--- config.mk ---
export PLATFORM = sky130hd
export DESIGN_NAME = prs_top
export DESIGN_NICKNAME = d
export VERILOG_FILES = /design/src/hw/prs_pkg.sv /design/src/hw/prs_reset_sync.sv /design/src/hw/prs_top.sv
export SDC_FILE = /design/constraint.sdc
export NUM_CORES = 1
export LEC_CHECK = 0
export CORE_UTILIZATION = 50
export CTS_CLUSTER_DIAMETER = 200
export DETAILED_ROUTE_END_ITERATION = 8
export DONT_BUFFER_PORTS = 1
export GPL_TIMING_DRIVEN = 1
export PLACE_DENSITY = 0.8
export SYNTH_ARGS = -nofsm -noshare
export SYNTH_HDL_FRONTEND = slang
export SYNTH_SLANG_ARGS = --single-unit
--- constraint.sdc ---
create_clock -name clk_i -period 3.17 [get_ports clk_i]
set_input_delay 0.317 -clock clk_i [delete_from_list [all_inputs] [get_ports clk_i]]
set_output_delay 0.317 -clock clk_i [all_outputs]
set_load 0.03 [all_outputs]
--- src/hw/prs_pkg.sv ---
// Package for the pot reset sequencer: widths, defaults and types
package prs_pkg;
   localparam int          PRS_NUM_WIPERS    = 4;
   localparam int          PRS_NUM_TERMINAL_CONNECT_REGISTER      = 2;
   localparam int          PRS_TERMINAL_CONNECT_REGISTER_W        = 9;
   localparam int          PRS_RES_BITS_DEF  = 8;
   localparam int          PRS_WIPER_W_MAX   = 9;
   localparam logic [8:0]  PRS_TERMINAL_CONNECT_REGISTER_DEFAULT  = 9'h1ff;
   localparam logic [8:0]  PRS_WIPER_ZERO    = 9'h000;
   localparam logic [8:0]  PRS_FULL_8BIT     = 9'h100;
   localparam logic [8:0]  PRS_FULL_7BIT     = 9'h080;
   localparam logic [6:0]  PRS_ADDR_BASE_DEF = 7'h2c;
   localparam int          PRS_STRAP_BITS    = 2;

   typedef enum {PRS_ST_RESET, PRS_ST_LOAD, PRS_ST_RUN} prs_state_t;

   // Volatile write request from the serial engine
   typedef struct packed {
      logic       wr_en;
      logic       inc_en;
      logic       dec_en;
      logic       is_terminal_connect_register;
      logic [1:0] index;
      logic [8:0] data;
   } prs_req_t;

   // Open-drain data pin bundle
   typedef struct packed {
      logic out;
      logic oe_n;
   } prs_od_t;
endpackage

--- src/hw/prs_reset_sync.sv ---
// Combines power-on detector and reset pin into one internal reset
`timescale 1ns/1ps
module prs_reset_sync
   import prs_pkg::*;
(
   input  wire logic clk_i,
   input  wire logic sys_rst_i,
   input  wire logic por_bor_active_i,
   input  wire logic reset_pin_n_i,
   output logic      hold_reset_o,
   output logic      load_pulse_o
);
   logic hold_reg;
   logic hold_d_reg;

   always_ff @(posedge clk_i or posedge sys_rst_i) begin
      if (sys_rst_i) begin
         hold_reg <= 1'b1;
      end else begin
         hold_reg <= por_bor_active_i | ~reset_pin_n_i;
      end
   end

   always_ff @(posedge clk_i or posedge sys_rst_i) begin
      if (sys_rst_i) begin
         hold_d_reg <= 1'b1;
      end else begin
         hold_d_reg <= hold_reg;
      end
   end

   // Reset is forced immediately from the pins; release waits one edge
   assign hold_reset_o = hold_reg | por_bor_active_i | ~reset_pin_n_i;
   assign load_pulse_o = hold_d_reg & ~hold_reg;
endmodule

--- src/hw/prs_top.sv ---
// Reset and power-state control of a quad volatile digital pot
`timescale 1ns/1ps
module prs_top
   import prs_pkg::*;
#(
   parameter int          RES_BITS  = PRS_RES_BITS_DEF,
   parameter logic [6:0]  ADDR_BASE = PRS_ADDR_BASE_DEF
)(
   input  wire logic                       clk_i,
   input  wire logic                       sys_rst_i,
   input  wire logic                       por_bor_active_i,
   input  wire logic                       reset_pin_n_i,
   input  wire logic                       high_voltage_cmd_address_pin_i,
   input  wire logic                       address_strap_bit1_i,
   input  wire logic                       low_voltage_i,
   input  wire logic                       scl_i,
   input  wire logic                       sda_i,
   input  wire prs_req_t                   req_i,
   output prs_od_t                         sda_o,
   output logic                            serial_enable_o,
   output logic                            weak_pullup_en_o,
   output logic [6:0]                      slave_addr_o,
   output logic [PRS_NUM_WIPERS*9-1:0]     wiper_o,
   output logic [PRS_NUM_TERMINAL_CONNECT_REGISTER*PRS_TERMINAL_CONNECT_REGISTER_W-1:0] terminal_connect_register_o,
   output logic                            scl_seen_o
);
   localparam logic [8:0] FULL_SCALE =
      (RES_BITS == 7) ? PRS_FULL_7BIT : PRS_FULL_8BIT;
   localparam logic [8:0] MID_SCALE  = {1'b0, FULL_SCALE[8:1]};
   localparam logic [8:0] ZERO_SCALE = PRS_WIPER_ZERO;

   ////////////////////////////////////////////////////////////////////////
   // Reset state combining
   logic hold_reset;
   logic load_pulse;

   prs_reset_sync u_rst (
      .clk_i            (clk_i),
      .sys_rst_i        (sys_rst_i),
      .por_bor_active_i (por_bor_active_i),
      .reset_pin_n_i    (reset_pin_n_i),
      .hold_reset_o     (hold_reset),
      .load_pulse_o     (load_pulse)
   );

   prs_state_t state_reg;

   always_ff @(posedge clk_i or posedge sys_rst_i) begin
      if (sys_rst_i) begin
         state_reg <= PRS_ST_RESET;
      end else begin
         case (state_reg)
            PRS_ST_RESET: begin
               if (load_pulse) begin
                  state_reg <= PRS_ST_LOAD;
               end
            end
            PRS_ST_LOAD: begin
               state_reg <= hold_reset ? PRS_ST_RESET : PRS_ST_RUN;
            end
            PRS_ST_RUN: begin
               if (hold_reset) begin
                  state_reg <= PRS_ST_RESET;
               end
            end
            default: state_reg <= PRS_ST_RESET;
         endcase
      end
   end

   logic running;
   // Low supply is deliberately not gated: volatile commands still run
   assign running         = (state_reg == PRS_ST_RUN) & ~hold_reset;
   assign serial_enable_o = running;
   assign weak_pullup_en_o = por_bor_active_i | ~reset_pin_n_i;

   ////////////////////////////////////////////////////////////////////////
   // Address strap capture
   logic addr0_reg;
   logic addr1_reg;

   // A0 shares the high-voltage pin, so it is only sampled while the power-on/brown-out detector is active, not on the reset pin
   always_ff @(posedge clk_i or posedge sys_rst_i) begin
      if (sys_rst_i) begin
         addr0_reg <= 1'b0;
      end else if (por_bor_active_i) begin
         addr0_reg <= high_voltage_cmd_address_pin_i;
      end
   end

   always_ff @(posedge clk_i or posedge sys_rst_i) begin
      if (sys_rst_i) begin
         addr1_reg <= 1'b0;
      end else begin
         addr1_reg <= address_strap_bit1_i;
      end
   end

   always_ff @(posedge clk_i or posedge sys_rst_i) begin
      if (sys_rst_i) begin
         slave_addr_o <= ADDR_BASE;
      end else begin
         slave_addr_o <= {ADDR_BASE[6:PRS_STRAP_BITS],
                          addr1_reg, addr0_reg};
      end
   end

   ////////////////////////////////////////////////////////////////////////
   // Volatile wiper registers
   logic [8:0] wiper_reg [PRS_NUM_WIPERS];
   logic       req_ok;
   assign req_ok = running & ~req_i.is_terminal_connect_register;

   function automatic logic [8:0] clip(input logic [8:0] v);
      clip = (v > FULL_SCALE) ? FULL_SCALE : v;
   endfunction

   always_ff @(posedge clk_i or posedge sys_rst_i) begin
      if (sys_rst_i) begin
         for (int i = 0; i < PRS_NUM_WIPERS; i++) begin
            wiper_reg[i] <= MID_SCALE;
         end
      end else if (hold_reset || state_reg == PRS_ST_LOAD) begin
         for (int i = 0; i < PRS_NUM_WIPERS; i++) begin
            wiper_reg[i] <= MID_SCALE;
         end
      end else if (req_ok) begin
         if (req_i.wr_en) begin
            wiper_reg[req_i.index] <= clip(req_i.data);
         end else if (req_i.inc_en &&
                      wiper_reg[req_i.index] != FULL_SCALE) begin
            wiper_reg[req_i.index] <= wiper_reg[req_i.index] + 9'h001;
         end else if (req_i.dec_en &&
                      wiper_reg[req_i.index] != ZERO_SCALE) begin
            wiper_reg[req_i.index] <= wiper_reg[req_i.index] - 9'h001;
         end
      end
   end

   always_ff @(posedge clk_i or posedge sys_rst_i) begin
      if (sys_rst_i) begin
         wiper_o <= {PRS_NUM_WIPERS{MID_SCALE}};
      end else begin
         for (int i = 0; i < PRS_NUM_WIPERS; i++) begin
            wiper_o[i*9 +: 9] <= wiper_reg[i];
         end
      end
   end

   ////////////////////////////////////////////////////////////////////////
   // Terminal connect registers
   logic [PRS_TERMINAL_CONNECT_REGISTER_W-1:0] terminal_connect_register_reg [PRS_NUM_TERMINAL_CONNECT_REGISTER];

   always_ff @(posedge clk_i or posedge sys_rst_i) begin
      if (sys_rst_i) begin
         for (int i = 0; i < PRS_NUM_TERMINAL_CONNECT_REGISTER; i++) begin
            terminal_connect_register_reg[i] <= PRS_TERMINAL_CONNECT_REGISTER_DEFAULT;
         end
      end else if (hold_reset || state_reg == PRS_ST_LOAD) begin
         for (int i = 0; i < PRS_NUM_TERMINAL_CONNECT_REGISTER; i++) begin
            terminal_connect_register_reg[i] <= PRS_TERMINAL_CONNECT_REGISTER_DEFAULT;
         end
      end else if (running && req_i.is_terminal_connect_register && req_i.wr_en) begin
         // Top bit is reserved and always reads one
         terminal_connect_register_reg[req_i.index[0]] <= {1'b1, req_i.data[7:0]};
      end
   end

   always_ff @(posedge clk_i or posedge sys_rst_i) begin
      if (sys_rst_i) begin
         terminal_connect_register_o <= {PRS_NUM_TERMINAL_CONNECT_REGISTER{PRS_TERMINAL_CONNECT_REGISTER_DEFAULT}};
      end else begin
         for (int i = 0; i < PRS_NUM_TERMINAL_CONNECT_REGISTER; i++) begin
            terminal_connect_register_o[i*PRS_TERMINAL_CONNECT_REGISTER_W +: PRS_TERMINAL_CONNECT_REGISTER_W] <=
               terminal_connect_register_reg[i];
         end
      end
   end

   ////////////////////////////////////////////////////////////////////////
   // Serial pins: clock is input only, data is open drain
   // The clock pin has no output at all; the host makes every edge
   always_ff @(posedge clk_i or posedge sys_rst_i) begin
      if (sys_rst_i) begin
         scl_seen_o <= 1'b0;
      end else begin
         scl_seen_o <= running & scl_i;
      end
   end

   // Acknowledge pull-down while running; bus is left alone in reset
   logic ack_reg;
   always_ff @(posedge clk_i or posedge sys_rst_i) begin
      if (sys_rst_i) begin
         ack_reg <= 1'b0;
      end else begin
         ack_reg <= running & ~scl_i & sda_i &
                    (req_i.wr_en | req_i.inc_en | req_i.dec_en);
      end
   end

   assign sda_o.out  = 1'b0;
   assign sda_o.oe_n = ~ack_reg;
endmodule

==> impl_metrics.tcl <==
set metrics [dict create \
    hpwl_um 7350 \
    cts.clk_slew.worst_paths_ps 60 \
    via_per_inst 5.88 \
    outcome "finished, final reports clean" \
    routedWlPerCell_um 20.1 \
    num_rows 35 \
    dieArea_sq_mm 0.00997 \
    drc 0 \
    finalHoldViolations 0 \
    drv_cap 0 \
    path_cells "mux4_2 -> inv_1 -> ha_1 -> inv_1 -> or4_4 -> nor4_4 -> nor2_2 -> nand3_2 -> o221ai_1" \
    tightest_slew_ps 969 \
    async_reset_ff_frac 1.00 \
    antenna_found_initial 0 \
    dr_total_vias 3234 \
    power_density_mw_per_mm2 642 \
    synth_area_leader_cell "dfrtp_1" \
    slew_violations 0 \
    final_cell_mix "72 x dfrtp_1, 47 x nand2_1, 46 x dfstp_2" \
    cts_max_level 4 \
    drive_gt1_frac 0.285 \
    path_buf_inv 2 \
    crit_arrival_ps 3340 \
    finalCriticalPeriod_ps 2980 \
    hold_slack_ps 28.2 \
    overflow 0 \
    slew_headroom 0.353 \
    cts_buffer_depth 2 \
    grt_pass1_wl_um 17700 \
    cp.required_ps 3520 \
    fillers 681 \
    synth.top_cell.area_share 0.376 \
    clock_sinks 118 \
    grt_pass1_vias 3279 \
    n_antenna_cell 0 \
    grt_max_degree 57 \
    firstDrtPassIters 5 \
    nets 434 \
    die_y_um 99.8 \
    cts_tree "built" \
    final-setup-viol-count 0 \
    ios 90 \
    core_sq_mm 0.00924 \
    postSynthAreaPerCell_sq_um 12.5 \
    die-width_um 99.8 \
    initialDrtViolationCount 241 \
    numCtsBuffers 17 \
    grtUsageTotal 0.242 \
    fmax_ghz 0.335 \
    synth_edf_count 0 \
    synth_area_sq_mm 0.00479 \
    critPathCaptureType "register" \
    yosysSeqAreaShare 0.629 \
    syn2layout_area_growth_pct 19.0 \
    min_path_type "in2reg" \
    final.setup_skew_ps 7.75 \
    critPathKind "reg2reg" \
    rsz0062_at_grt "no" \
    root_buffer "clkbuf_8" \
    gp_congestion 0.909 \
    port_buffers 0 \
    syn_inst 384 \
    ant_nets 0 \
    leakagePower_uw 0.00253 \
    path_common_cell "inv_1" \
    netlist-cell-type-count 55 \
    tns_ps 0 \
    final_common_cell "dfrtp_1" \
    totalWireLength_um 11000 \
    slowest_stage "or4_4" \
    synth_top_flop_cell "dfrtp_1" \
    start_util 0.518 \
    ys_seq_elements 118 \
    synth_area_leaders "dfrtp_1 38%, dfstp_2 25%, mux4_2 4.2%, nand2_1 3.7%, o2bb2ai_1 3.7%" \
    yosys_warnings 0 \
    clock_latency_ps 510 \
    crit_fanout 7 \
    critPathTopFamily "simple AND/OR/NAND/NOR gates" \
    ir_worst_vdd_uv 310 \
    period_share 0.941 \
    startpoint_type "register" \
    cpPeakStageDelay_ps 620 \
]
## path summary, 6_finish.rpt
kind	start	endpoint	slack (ps)	depth (start not counted)
max	wiper_reg[0]	wiper_reg[12]	190	9
min	por_bor_active_i	state_reg[1]	30	2
max reg2reg	wiper_reg[0]	wiper_reg[12]	190	9
min reg2reg	addr1_reg	slave_addr_o[1]	350	0
max in group asynchronous	sys_rst_i	wiper_reg[16]	1850	3
min in group asynchronous	sys_rst_i	addr1_reg	500	2
## kinds of logic (layout without fill, tap and decap cells)
family,after synthesis,in the layout,share of synthesized area
AO/OA/AOI/OAI,70,70,0.114
XOR/XNOR,4,4,0.00732
adder cells (fa/ha/maj),2,2,0.00523
buffers and inverters,34,67,0.0361
flip-flops,118,118,0.629
multiplexers,13,13,0.0512
other,2,6,0.00157
AND/OR/NAND/NOR,141,141,0.156
## where the power goes
group / internal [uW] / total [uW] / leakage, uW / switching [uW]
Combinational: 43.5 / 127 / 0.000741 / 83.1
Clock: 1350 / 2010 / 0.000306 / 660
Sequential: 1520 / 1520 / 0.00148 / 6.71
Total: 2910 / 3660 / 0.00253 / 749
## worst reg2reg max path, stage by stage (launching register included)
cell and delay (ps):
dfrtp_1 400, mux4_2 520, inv_1 80, ha_1 170, inv_1 70, or4_4 620
nor4_4 430, nor2_2 170, nand3_2 200, o221ai_1 170
## per-stage QoR
step / setup WS, ps / utilization / cell area (sq um) / total power, uW / std cells
floorplan: 104 / - / 4810 / 1650 / 388
global placement: 149 / 0.532 / 4920 / 1660 / 503
detailed placement: 87.8 / 0.532 / 4920 / 1660 / 503
CTS: 83.9 / 0.615 / 5680 / 3690 / 549
global route: 89.1 / 0.617 / 5700 / 3770 / 550
finish: 187 / 0.617 / 5700 / 3660 / 550
## cell usage after synthesis, types with 2 or more instances
| cell | number |
|---|---|
| nand2b_1 | 6 |
| o211ai_1 | 3 |
| mux2i_1 | 2 |
| o21ai_0 | 16 |
| nand3_2 | 3 |
| clkbuf_1 | 6 |
| or4_1 | 3 |
| o21ai_2 | 2 |
| a31oi_1 | 2 |
| a22o_1 | 3 |
| or3_1 | 7 |
| and2_1 | 4 |
| mux2_2 | 2 |
| nand4_1 | 2 |
| and3_1 | 2 |
| dfstp_2 | 46 |
| nor4b_1 | 2 |
| nand2_2 | 2 |
| conb_1 | 2 |
| ha_1 | 2 |
| o32a_1 | 4 |
| o2bb2ai_1 | 20 |
| nor2_1 | 19 |
| nand3_1 | 21 |
| buf_4 | 7 |
| buf_2 | 9 |
| nand2_1 | 47 |
| and4_1 | 3 |
| or2_2 | 6 |
| xnor2_1 | 4 |
| o31ai_1 | 2 |
| nor3_1 | 5 |
| mux4_2 | 9 |
| a21oi_1 | 3 |
| inv_1 | 10 |
| dfrtp_1 | 72 |
| o221ai_1 | 8 |
## layer usage
layer  GRT usage  vias to the layer above  part of all wire
li1            -                     1422                 -
met1       0.315                     1610              0.41
met2       0.368                      174              0.48
met3      0.0815                       28             0.083
met4       0.113                        0             0.025
met5           0                        -                 0
## layout make-up
class	count	area, sq um	area share
clock buffer	18	418	0.0733
clock inverter	14	208	0.0365
inverter	11	45.0	0.00791
multi-input combinational	236	1630	0.286
sequential	118	3010	0.528
tap	129	161	0.0283
timing repair buffer	24	228	0.0400
## repair_timing
| item | 4_1_cts | 5_1_grt |
|---|---|---|
| buffers inserted | 0 | 1 |
| endpoints found under the hold margin | 28 | 0 |
| endpoints found under the setup margin | 0 | 32 |
| hold buffers | 14 | 0 |
| resized for setup | 0 | 2 |
No activity file was read; power rests on OpenSTA's default activity.
